--- src/pkg/supply_ctrl_pkg.sv ---
// constants, types and helpers shared by the supply command controller
package supply_ctrl_pkg;

    // clock and soft-start timing
    localparam int CLK_HZ = 100_000_000;
    localparam int SOFT_START_US = 1000;
    localparam int SOFT_START_CYCLES = SOFT_START_US * (CLK_HZ / 1_000_000);

    // fault inputs, one bit each
    localparam int NFAULT = 5;
    localparam int FLT_OVERVOLT = 0;
    localparam int FLT_OVERCUR = 1;
    localparam int FLT_THERMAL = 2;
    localparam int FLT_PHASE = 3;
    localparam int FLT_PROGLINE = 4;
    // faults that refuse output enable from every source while latched
    localparam logic [NFAULT-1:0] START_BLOCK_MASK = 5'h0c;

    // wishbone register byte addresses
    localparam logic [7:0] ADR_CTRL = 8'h00;
    localparam logic [7:0] ADR_CMD = 8'h04;
    localparam logic [7:0] ADR_STATUS = 8'h08;

    // control register fields and reset values
    localparam int CTRL_PANEL_EN_BIT = 0;
    localparam int CTRL_REMOTE_EN_BIT = 1;
    localparam int CTRL_TRIP_EN_LSB = 8;
    localparam logic PANEL_EN_RST = 1'b1;
    localparam logic REMOTE_EN_RST = 1'b1;
    localparam logic [NFAULT-1:0] TRIP_EN_RST = 5'h1f;

    // command register bits, write-only pulses
    localparam int CMD_START_BIT = 0;
    localparam int CMD_STOP_BIT = 1;
    localparam int CMD_CLEAR_BIT = 2;

    // status register fields
    localparam int STAT_STATE_LSB = 0;
    localparam int STAT_CONTACTOR_BIT = 3;
    localparam int STAT_SOFT_BIT = 4;
    localparam int STAT_CV_BIT = 5;
    localparam int STAT_CC_BIT = 6;
    localparam int STAT_LATCH_LSB = 8;
    localparam int STAT_LIVE_LSB = 16;

    typedef enum logic [2:0] {
        ST_STANDBY = 3'b001,
        ST_POWERED = 3'b010,
        ST_ALARM = 3'b100
    } ctrl_state_e;

    typedef logic [NFAULT-1:0] fault_t;

    typedef struct packed {
        logic start;
        logic stop;
        logic clear;
    } cmd_s;

    typedef struct packed {
        logic cyc;
        logic stb;
        logic we;
        logic [7:0] adr;
        logic [3:0] sel;
        logic [31:0] dat;
    } wb_req_s;

    // a command source counts only while its enable is on
    function automatic cmd_s cmd_gate(input cmd_s c, input logic en);
        cmd_s r;
        r.start = c.start & en;
        r.stop = c.stop & en;
        r.clear = c.clear & en;
        return r;
    endfunction : cmd_gate

endpackage : supply_ctrl_pkg

--- src/cmd_edge.sv ---
// rising-edge detector turning command levels into one-cycle pulses
`timescale 1ns/1ps
module cmd_edge
    import supply_ctrl_pkg::*;
#(
    parameter int W = 6
) (
    input logic ref_clk,
    input logic resetn,
    input logic [W-1:0] level,
    output logic [W-1:0] rise
);

    logic [W-1:0] prev_q;

    // reset to ones so a key already held at reset does not fire
    always_ff @(posedge ref_clk) begin
        if (!resetn) begin
            prev_q <= '1;
        end else begin
            prev_q <= level;
        end
    end

    assign rise = level & ~prev_q; // RULE21

endmodule : cmd_edge

--- src/softstart_timer.sv ---
// pre-charge timer that runs while the supply is powered
`timescale 1ns/1ps
module softstart_timer
    import supply_ctrl_pkg::*;
#(
    parameter int unsigned CYCLES = SOFT_START_CYCLES
) (
    input logic ref_clk,
    input logic resetn,
    input logic run,
    output logic busy
);

    localparam int CW = $clog2(CYCLES + 1);
    localparam logic [CW-1:0] LIMIT = CW'(CYCLES);

    logic [CW-1:0] count_q;

    // a stop restarts the count, so every start gets the full pre-charge
    always_ff @(posedge ref_clk) begin
        if (!resetn) begin
            count_q <= '0;
        end else if (!run) begin
            count_q <= '0;
        end else if (count_q != LIMIT) begin
            count_q <= count_q + 1'b1;
        end
    end

    assign busy = run && (count_q != LIMIT);

endmodule : softstart_timer

--- src/supply_ctrl.sv ---
// output enable command state machine with wishbone register access
//
// Functional notes
// RULE1 - start is accepted only in standby; it engages the contactor and powers up
// RULE2 - start in alarm or powered state is ignored, outputs unchanged
// RULE3 - engaging sets the contactor output and reports the powered state
// RULE4 - entering powered runs a flagged soft-start pre-charge phase first
// RULE5 - stop in powered state releases the contactor and returns to standby
// RULE6 - stop in standby or alarm has no effect
// RULE7 - a stop from any enabled source overrides all other requests; the code lets a clear in alarm take effect alongside a stop
// RULE8 - while any stop is held, start does not engage; stays in standby
// RULE9 - clear in alarm unlatches the fault and moves to standby
// RULE10 - a latched fault blocks operation until clear or reset; start cannot leave alarm
// RULE11 - reset discards any latched fault and starts without alarm
// RULE12 - clear unlatches a fault only once its live condition is gone
// RULE13 - panel start, stop and clear count only while panel enable is on
// RULE14 - remote pin and computer commands count only while remote enable is on
// RULE15 - both enables may be on; then both sources are accepted alike
// RULE16 - constant-voltage or constant-current regulation is reported on outputs and status
// RULE17 - the regulation report follows the loop mode input automatically
// RULE18 - a latched enabled trip opens the contactor at once and enters alarm
// RULE19 - while thermal or phase faults are latched, enabling is refused everywhere
// RULE20 - after reset: standby, panel and remote enables both on
// RULE21 - commands are edge-detected one-cycle pulses; stop beats start; clear only in alarm
`timescale 1ns/1ps
module supply_ctrl
    import supply_ctrl_pkg::*;
#(
    parameter int unsigned SOFT_CYCLES = SOFT_START_CYCLES
) (
    input logic ref_clk,
    input logic resetn,
    // front panel keys, high while pressed
    input cmd_s panelKeys,
    // external user i/o command pins, high while active
    input cmd_s extPins,
    // live fault conditions from the detectors
    input fault_t faultLive,
    // regulation loop mode: high for voltage control, low for current control
    input logic loopCvMode,
    // wishbone slave
    input wb_req_s wbReq,
    output logic wbAck,
    output logic [31:0] wbDatOut,
    // power stage and indicators
    output logic contactorEngage,
    output logic softStart,
    output logic standbyInd,
    output logic poweredInd,
    output logic alarmInd,
    output logic cvInd,
    output logic ccInd,
    output fault_t faultInd,
    output logic panelEnInd,
    output logic remoteEnInd
);

    // register state
    logic panelEn_q;
    logic remoteEn_q;
    fault_t tripEn_q;
    cmd_s hostCmd_q;
    logic ack_q;
    logic [31:0] datOut_q;

    // control state
    ctrl_state_e state_q;
    ctrl_state_e state_d;
    fault_t faultLatched_q;
    fault_t faultLatched_d;
    logic contactor_q;
    logic softStart_q;
    logic cv_q;
    logic cc_q;

    // command path
    logic [5:0] edgeRise;
    cmd_s panelRise;
    cmd_s extRise;
    cmd_s panelCmd;
    cmd_s remoteCmd;
    logic anyStart;
    logic anyStop;
    logic anyClear;
    logic stopHeld;
    logic startBlock;
    logic clearOk;
    logic timerBusy;
    logic startOk;
    logic softRun;
    logic poweredNext;
    fault_t faultTrip;

    // bus decode
    logic busReq;
    logic busWrite;
    logic hitCtrl;
    logic hitCmd;
    logic hitStatus;
    logic [31:0] readMux;
    logic ctrlWrite;
    logic hostWrite;

    // powered decode shared by the power stage outputs (next state) and the timer run (current state)
    function automatic logic is_powered(input ctrl_state_e s);
        return (s == ST_POWERED);
    endfunction : is_powered

    // ---- wishbone slave ----
    assign busReq = wbReq.cyc && wbReq.stb && !ack_q;
    assign busWrite = busReq && wbReq.we;
    assign hitCtrl = (wbReq.adr == ADR_CTRL);
    assign hitCmd = (wbReq.adr == ADR_CMD);
    assign hitStatus = (wbReq.adr == ADR_STATUS);
    assign ctrlWrite = busWrite && hitCtrl;
    // a command write without byte 0 is acked but carries nothing
    assign hostWrite = busWrite && hitCmd && wbReq.sel[0];

    // one wait state for every access, mapped or not
    always_ff @(posedge ref_clk) begin
        if (!resetn) begin
            ack_q <= 1'b0;
        end else begin
            ack_q <= busReq;
        end
    end

    // enables live in byte 0, trip enables in byte 1
    always_ff @(posedge ref_clk) begin
        if (!resetn) begin
            panelEn_q <= PANEL_EN_RST; // RULE20
            remoteEn_q <= REMOTE_EN_RST; // RULE20
            tripEn_q <= TRIP_EN_RST;
        end else if (ctrlWrite) begin
            if (wbReq.sel[0]) begin
                panelEn_q <= wbReq.dat[CTRL_PANEL_EN_BIT];
                remoteEn_q <= wbReq.dat[CTRL_REMOTE_EN_BIT];
            end
            if (wbReq.sel[1]) begin
                tripEn_q <= wbReq.dat[CTRL_TRIP_EN_LSB +: NFAULT];
            end
        end
    end

    // computer commands become a single-cycle pulse on the remote path
    always_ff @(posedge ref_clk) begin
        if (!resetn) begin
            hostCmd_q <= '0;
        end else if (hostWrite) begin
            hostCmd_q.start <= wbReq.dat[CMD_START_BIT];
            hostCmd_q.stop <= wbReq.dat[CMD_STOP_BIT];
            hostCmd_q.clear <= wbReq.dat[CMD_CLEAR_BIT];
        end else begin
            hostCmd_q <= '0; // RULE21
        end
    end

    always_comb begin
        readMux = '0;
        if (hitCtrl) begin
            readMux[CTRL_PANEL_EN_BIT] = panelEn_q;
            readMux[CTRL_REMOTE_EN_BIT] = remoteEn_q;
            readMux[CTRL_TRIP_EN_LSB +: NFAULT] = tripEn_q;
        end else if (hitStatus) begin
            readMux[STAT_STATE_LSB +: 3] = state_q;
            readMux[STAT_CONTACTOR_BIT] = contactor_q;
            readMux[STAT_SOFT_BIT] = softStart_q;
            readMux[STAT_CV_BIT] = cv_q; // RULE16
            readMux[STAT_CC_BIT] = cc_q; // RULE16
            readMux[STAT_LATCH_LSB +: NFAULT] = faultLatched_q;
            readMux[STAT_LIVE_LSB +: NFAULT] = faultLive;
        end
    end

    always_ff @(posedge ref_clk) begin
        if (!resetn) begin
            datOut_q <= '0;
        end else if (busReq) begin
            datOut_q <= readMux;
        end
    end

    // ---- command sources ----
    cmd_edge #(
        .W(6)
    ) u_edge (
        .ref_clk(ref_clk),
        .resetn(resetn),
        .level({panelKeys, extPins}),
        .rise(edgeRise)
    );

    // panel keys occupy the upper three detector bits
    assign panelRise = edgeRise[5:3];
    assign extRise = edgeRise[2:0];

    assign panelCmd = cmd_gate(panelRise, panelEn_q); // RULE13
    assign remoteCmd = cmd_gate(extRise | hostCmd_q, remoteEn_q); // RULE14

    // either source is taken when both are enabled
    assign anyStart = panelCmd.start | remoteCmd.start; // RULE15
    assign anyStop = panelCmd.stop | remoteCmd.stop; // RULE15
    assign anyClear = panelCmd.clear | remoteCmd.clear; // RULE15

    // held stop levels also veto a start, not only the stop edge
    assign stopHeld = anyStop
        | (panelEn_q & panelKeys.stop)
        | (remoteEn_q & (extPins.stop | hostCmd_q.stop)); // RULE7 RULE8

    assign startBlock = |(faultLatched_q & START_BLOCK_MASK); // RULE19

    // a start counts only with no stop of any kind and no blocking fault
    assign startOk = anyStart && !stopHeld && !startBlock; // RULE1 RULE7

    assign clearOk = anyClear && (state_q == ST_ALARM); // RULE21

    // ---- fault latch ----
    // disabled trip types never latch, whatever their live level
    assign faultTrip = faultLive & tripEn_q; // RULE18

    // a new trip is ored in after the clear, so set always wins over clear
    always_comb begin
        faultLatched_d = faultLatched_q;
        if (clearOk) begin
            faultLatched_d = faultLatched_q & faultLive; // RULE12
        end
        faultLatched_d = faultLatched_d | faultTrip;
    end

    always_ff @(posedge ref_clk) begin
        if (!resetn) begin
            faultLatched_q <= '0; // RULE11
        end else begin
            faultLatched_q <= faultLatched_d;
        end
    end

    // ---- state machine ----
    always_comb begin
        state_d = state_q;
        if (|faultLatched_d) begin
            state_d = ST_ALARM; // RULE18
        end else begin
            case (state_q)
                ST_STANDBY: begin
                    if (startOk) begin
                        state_d = ST_POWERED; // RULE1
                    end else begin
                        state_d = ST_STANDBY; // RULE6
                    end
                end
                ST_POWERED: begin
                    // only stop is tested here, so a start in the same cycle is ignored
                    if (anyStop) begin
                        state_d = ST_STANDBY; // RULE5 RULE7
                    end else begin
                        state_d = ST_POWERED; // RULE2
                    end
                end
                ST_ALARM: begin
                    // start and stop are both ignored in alarm
                    if (clearOk) begin
                        state_d = ST_STANDBY; // RULE9
                    end else begin
                        state_d = ST_ALARM; // RULE2 RULE6 RULE10
                    end
                end
                default: begin
                    state_d = ST_STANDBY;
                end
            endcase
        end
    end

    always_ff @(posedge ref_clk) begin
        if (!resetn) begin
            state_q <= ST_STANDBY; // RULE20
        end else begin
            state_q <= state_d;
        end
    end

    // registered outputs look at the next state so they move with the state
    assign poweredNext = is_powered(state_d);
    assign softRun = is_powered(state_q);

    // contactor follows the next state so a trip opens it on the same edge
    always_ff @(posedge ref_clk) begin
        if (!resetn) begin
            contactor_q <= 1'b0;
        end else begin
            contactor_q <= poweredNext; // RULE3
        end
    end

    // ---- soft start ----
    softstart_timer #(
        .CYCLES(SOFT_CYCLES)
    ) u_soft (
        .ref_clk(ref_clk),
        .resetn(resetn),
        .run(softRun),
        .busy(timerBusy)
    );

    // the flag rises with the contactor, then follows the pre-charge count
    always_ff @(posedge ref_clk) begin
        if (!resetn) begin
            softStart_q <= 1'b0;
        end else begin
            softStart_q <= poweredNext
                && (!softRun || timerBusy); // RULE4
        end
    end

    // ---- regulation mode report ----
    // lamps stay dark unless the power stage is engaged
    always_ff @(posedge ref_clk) begin
        if (!resetn) begin
            cv_q <= 1'b0;
            cc_q <= 1'b0;
        end else begin
            cv_q <= loopCvMode && poweredNext; // RULE17
            cc_q <= !loopCvMode && poweredNext; // RULE17
        end
    end

    // ---- outputs ----
    assign wbAck = ack_q;
    assign wbDatOut = datOut_q;
    assign contactorEngage = contactor_q;
    assign softStart = softStart_q;
    assign standbyInd = state_q[0];
    assign poweredInd = state_q[1];
    assign alarmInd = state_q[2];
    assign cvInd = cv_q; // RULE16
    assign ccInd = cc_q; // RULE16
    assign faultInd = faultLatched_q;
    assign panelEnInd = panelEn_q;
    assign remoteEnInd = remoteEn_q;

endmodule : supply_ctrl

--- config.mk ---
export PLATFORM = sky130hd
export DESIGN_NAME = supply_ctrl
export DESIGN_NICKNAME = d
export VERILOG_FILES = /design/src/pkg/supply_ctrl_pkg.sv /design/src/cmd_edge.sv /design/src/softstart_timer.sv /design/src/supply_ctrl.sv
export SDC_FILE = /design/constraint.sdc
export NUM_CORES = 1
export LEC_CHECK = 0
export BUFFER_PORTS_ARGS = -buffer_cell sky130_fd_sc_hd__buf_2
export CAP_MARGIN = 20
export CORE_MARGIN = 4
export CORE_UTILIZATION = 30
export DETAILED_ROUTE_END_ITERATION = 12
export SYNTH_ARGS = -nofsm -noshare
export SYNTH_HDL_FRONTEND = slang
export SYNTH_HIERARCHICAL = 1
export SYNTH_SLANG_ARGS = --single-unit
--- constraint.sdc ---
create_clock -name ref_clk -period 3.52 [get_ports ref_clk]
set_input_delay 0.176 -clock ref_clk [delete_from_list [all_inputs] [get_ports ref_clk]]
set_output_delay 0.176 -clock ref_clk [all_outputs]
set_load 0.03 [all_outputs]
==> flow_summary.json <==
{
  "grt_overflow": 0,
  "worstPathRequired_ns": 3.80,
  "synth_edf_count": 0,
  "initial_core_util_pct": 30.65,
  "use_met1_pct": 15.42,
  "seqPwrFrac_pct": 48.3,
  "finalHoldViolations": 0,
  "clock-sinks": 63,
  "synth_area_um2": 2805,
  "p_leak_nw": 1.378,
  "rsz0062_at_grt": "no",
  "critical_path_class": "reg2reg",
  "worstSkewPairLatency_ns": 0.34,
  "startpoint_type": "flop",
  "dpl.cell_count": 465,
  "place_hpwl_mm": 4.892,
  "synth_ff_type": "dfxtp_1",
  "cts_buffers": 9,
  "ys_ff_latch": 63,
  "end_kind": "flop",
  "syn_inst": 295,
  "clockBufferDepth": 2,
  "grt.met2_usage_pct": 18.68,
  "dr.pass1.iters": 4,
  "syn_to_final_growth_pct": 21.72,
  "layout-drive-gt1-share_pct": 25.68,
  "switchingPower_mw": 0.3793,
  "drc": 0,
  "crit_family": "simple AND/OR/NAND/NOR gates",
  "dpl-instance-area_um2": 3197,
  "status": "completed",
  "tightest_slew_ns": 0.7088,
  "nFillCells": 942,
  "cts_tree": "built",
  "swShare_pct": 24.76,
  "min_period_ns": 1.981,
  "finalWorstSetupSlack_ns": 1.539,
  "boundaryPins": 108,
  "die_h_um": 104.7,
  "relSlewSlack_pct": 52.65,
  "cts_root_buffer": "clkbuf_8",
  "ys_seq_area_share_pct": 44.96,
  "timing.fmax_ghz": 0.5049,
  "worstRegToRegCells": 5,
  "crit_path_cell_trace": "or3b_4 > a2111oi_4 > o211ai_2 > nor4_4 > and3_1",
  "use_met3_pct": 4.015,
  "grt_pass1_vias": 2231,
  "clockPowerShare_pct": 43.5,
  "period_share_pct": 56.27,
  "die_w_um": 104.7,
  "slowest_stage": "dfxtp_1",
  "cellPowerDensity_nw_per_um2": 448.7,
  "r2r-start": "state_q[0]",
  "hold_depth": 2,
  "place_ws_ns": 1.529,
  "grt_use_total_pct": 11.90,
  "crit_buf_inv": 0,
  "antenna_found_initial": 0,
  "internal_power_mw": 1.153,
  "place.gp.congestion": 0.8010,
  "fin_cells": 481,
  "grt_start_max_net_pins": 34,
  "grt_pass1_wl_mm": 10.84,
  "slew_violations": 0,
  "ys_warn_count": 6,
  "power_frac_comb_pct": 8.2,
  "cts_max_level": 3,
  "viasPerCell": 4.938,
  "setup_viol": 0,
  "min_path_type": "in2reg",
  "synthDistinctLibCells": 47,
  "busiest_layer": "met2",
  "irDropWorstVdd_mv": 0.1740,
  "ctsResizeCount": 0,
  "routed_wl_mm": 6.523,
  "fin_skew_ns": 0.007923,
  "power_mw": 1.532,
  "slowest_delay_ns": 0.48,
  "fp-row-count": 35,
  "min_from": "extPins[0]",
  "post_cts_buffers": 0,
  "io_buffers": 66,
  "r2r_slack_ns": 1.54,
  "wl_per_cell_um": 13.56,
  "async_flop_share_pct": 0,
  "core_area_um2": 9153,
  "yosysTopAreaCellShare_pct": 44.96,
  "holdPathEnd": "u_edge/prev_q[0]",
  "routed-via-count": 2375,
  "tns_ns": 0,
  "drv_cap": 0,
  "finalInstanceArea_um2": 3415,
  "clk_pin_slew_ns": 0.07,
  "drt_iter0_drc": 82,
  "fin_nets": 428,
  "timing.rr.end": "softStart",
  "cts_hold_buf": 0,
  "yosysTopAreaCell": "dfxtp_1",
  "path_max_fanout": 6,
  "ant_nets": 0,
  "arrival_ns": 2.26,
  "ys_top_cells_by_area": "dfxtp_1 45%, mux2i_1 4.6%, buf_4 4.0%, nand2_1 3.7%, a21oi_1 3.2%",
  "antenna_cells": 0,
  "die_area_um2": 10960,
  "syn_avg_cell_area_um2": 9.509
}
[layout make-up]
class | instances | area, um^2 | share of cell area [%]
repair buffers | 68 | 345.3 | 10.11
inverters | 5 | 18.77 | 0.5497
well taps | 111 | 138.9 | 4.067
multi-input cells | 218 | 1433 | 41.96
clock inverters | 4 | 52.55 | 1.539
clock buffers | 12 | 165.2 | 4.837
flip-flops and latches | 63 | 1261 | 36.94
[sequential cells by signal, indices dropped and copies added, names as in the netlist, 3 cells and up]
signal / flops
tripEn_q: 5
u_soft/count_q: 17
hostCmd_q: 3
state_q: 3
u_edge/prev_q: 6
wbDatOut: 17
faultInd: 5
[placed cells by master, fill, tap and decap left out, types with 4 or more instances in the layout]
| cell type | netlist | layout |
|---|---|---|
| clkbuf_8 | 0 | 12 |
| dfxtp_1 | 63 | 63 |
| nand3_1 | 7 | 7 |
| nor4_1 | 6 | 6 |
| o31ai_1 | 6 | 6 |
| nor2b_1 | 7 | 7 |
| a21oi_1 | 18 | 18 |
| inv_1 | 5 | 5 |
| nor2_1 | 5 | 5 |
| buf_2 | 2 | 66 |
| a22o_1 | 10 | 10 |
| nand3b_1 | 4 | 4 |
| mux2i_1 | 13 | 13 |
| a21boi_0 | 5 | 5 |
| nand4_1 | 6 | 6 |
| nand2b_1 | 11 | 11 |
| or4_1 | 5 | 5 |
| nor4bb_1 | 4 | 4 |
| or3_1 | 4 | 4 |
| o21ai_0 | 17 | 17 |
| conb_1 | 1 | 15 |
| a22oi_1 | 7 | 7 |
| nand2_1 | 28 | 28 |
| and2_1 | 9 | 9 |
[stage by stage]
| stage | hold slack [ns] | utilization, % |
|---|---|---|
| after floorplan | 0.2490 | - |
| after global placement | 0.3692 | 34.93 |
| after detailed placement | 0.3750 | 34.93 |
| after CTS | 0.01590 | 37.31 |
| after global routing | 0.01754 | 37.31 |
| final | 0.02643 | 37.31 |
[power groups by stage]
stage               clock network (mW)  registers (mW)  logic (mW)
finish                           0.667           0.740       0.126
CTS                              0.684           0.740       0.127
detailed placement                   0           0.756       0.127
floorplan                            0           0.774      0.0735
global route                     0.713           0.742       0.137
global placement                     0           0.756       0.126
[cells in the mapped netlist (2+ instances only)]
| cell type | number |
|---|---|
| or3_1 | 4 |
| nor3_1 | 2 |
| and2_1 | 9 |
| nand3_1 | 7 |
| a22o_1 | 10 |
| nand4_1 | 6 |
| nand3b_1 | 4 |
| a22oi_1 | 7 |
| a21oi_1 | 18 |
| xor2_1 | 2 |
| nand2b_1 | 11 |
| ha_1 | 2 |
| a21boi_0 | 5 |
| nor3b_2 | 2 |
| nor2_1 | 5 |
| nand2_1 | 28 |
| buf_2 | 2 |
| mux2i_1 | 13 |
| dfxtp_1 | 63 |
| o31ai_1 | 6 |
| inv_1 | 5 |
| and3_1 | 2 |
| or4_1 | 5 |
| nor4bb_1 | 4 |
| nand4_2 | 3 |
| clkbuf_1 | 6 |
| o21ai_0 | 17 |
| nor2b_1 | 7 |
| nor4_1 | 6 |
| buf_4 | 15 |
| o21a_1 | 3 |
[how the worst max path moves through the flow]
stage	slack, ns	cells past startpoint	to	start
5_1_grt	1.40	5	state_q[0]	state_q[2]
6_report	1.54	5	softStart	state_q[0]
3_3_place_gp	1.56	6	wbDatOut[5]	wbReq[41]
3_5_place_dp	1.53	6	wbDatOut[20]	wbReq[41]
4_1_cts	1.51	5	softStart	state_q[0]
2_1_floorplan	1.65	5	softStart	state_q[0]
[routing by layer]
layer	part of all wire [%]	routed length (um)	up-vias
met4	1.3	82	0
li1	-	-	1193
met2	46	3007	69
met5	0	0	-
met1	46	2978	1103
met3	7.0	454	10
[cells by family (layout without fill, tap and decap cells)]
kind of cell             Yosys count  after routing  share of synthesized area (%)
AND/OR/NAND/NOR                  113            113                          25.02
AO/OA/AOI/OAI                     73             73                          17.89
flip-flops                        63             63                          44.96
buffers and inverters             28             89                          5.843
multiplexers                      13             13                          4.639
adder cells (fa/ha/maj)            2              2                         0.8919
XOR/XNOR                           2              2                         0.6246
other                              1             15                         0.1337
Power figures use the tool's default switching activity.
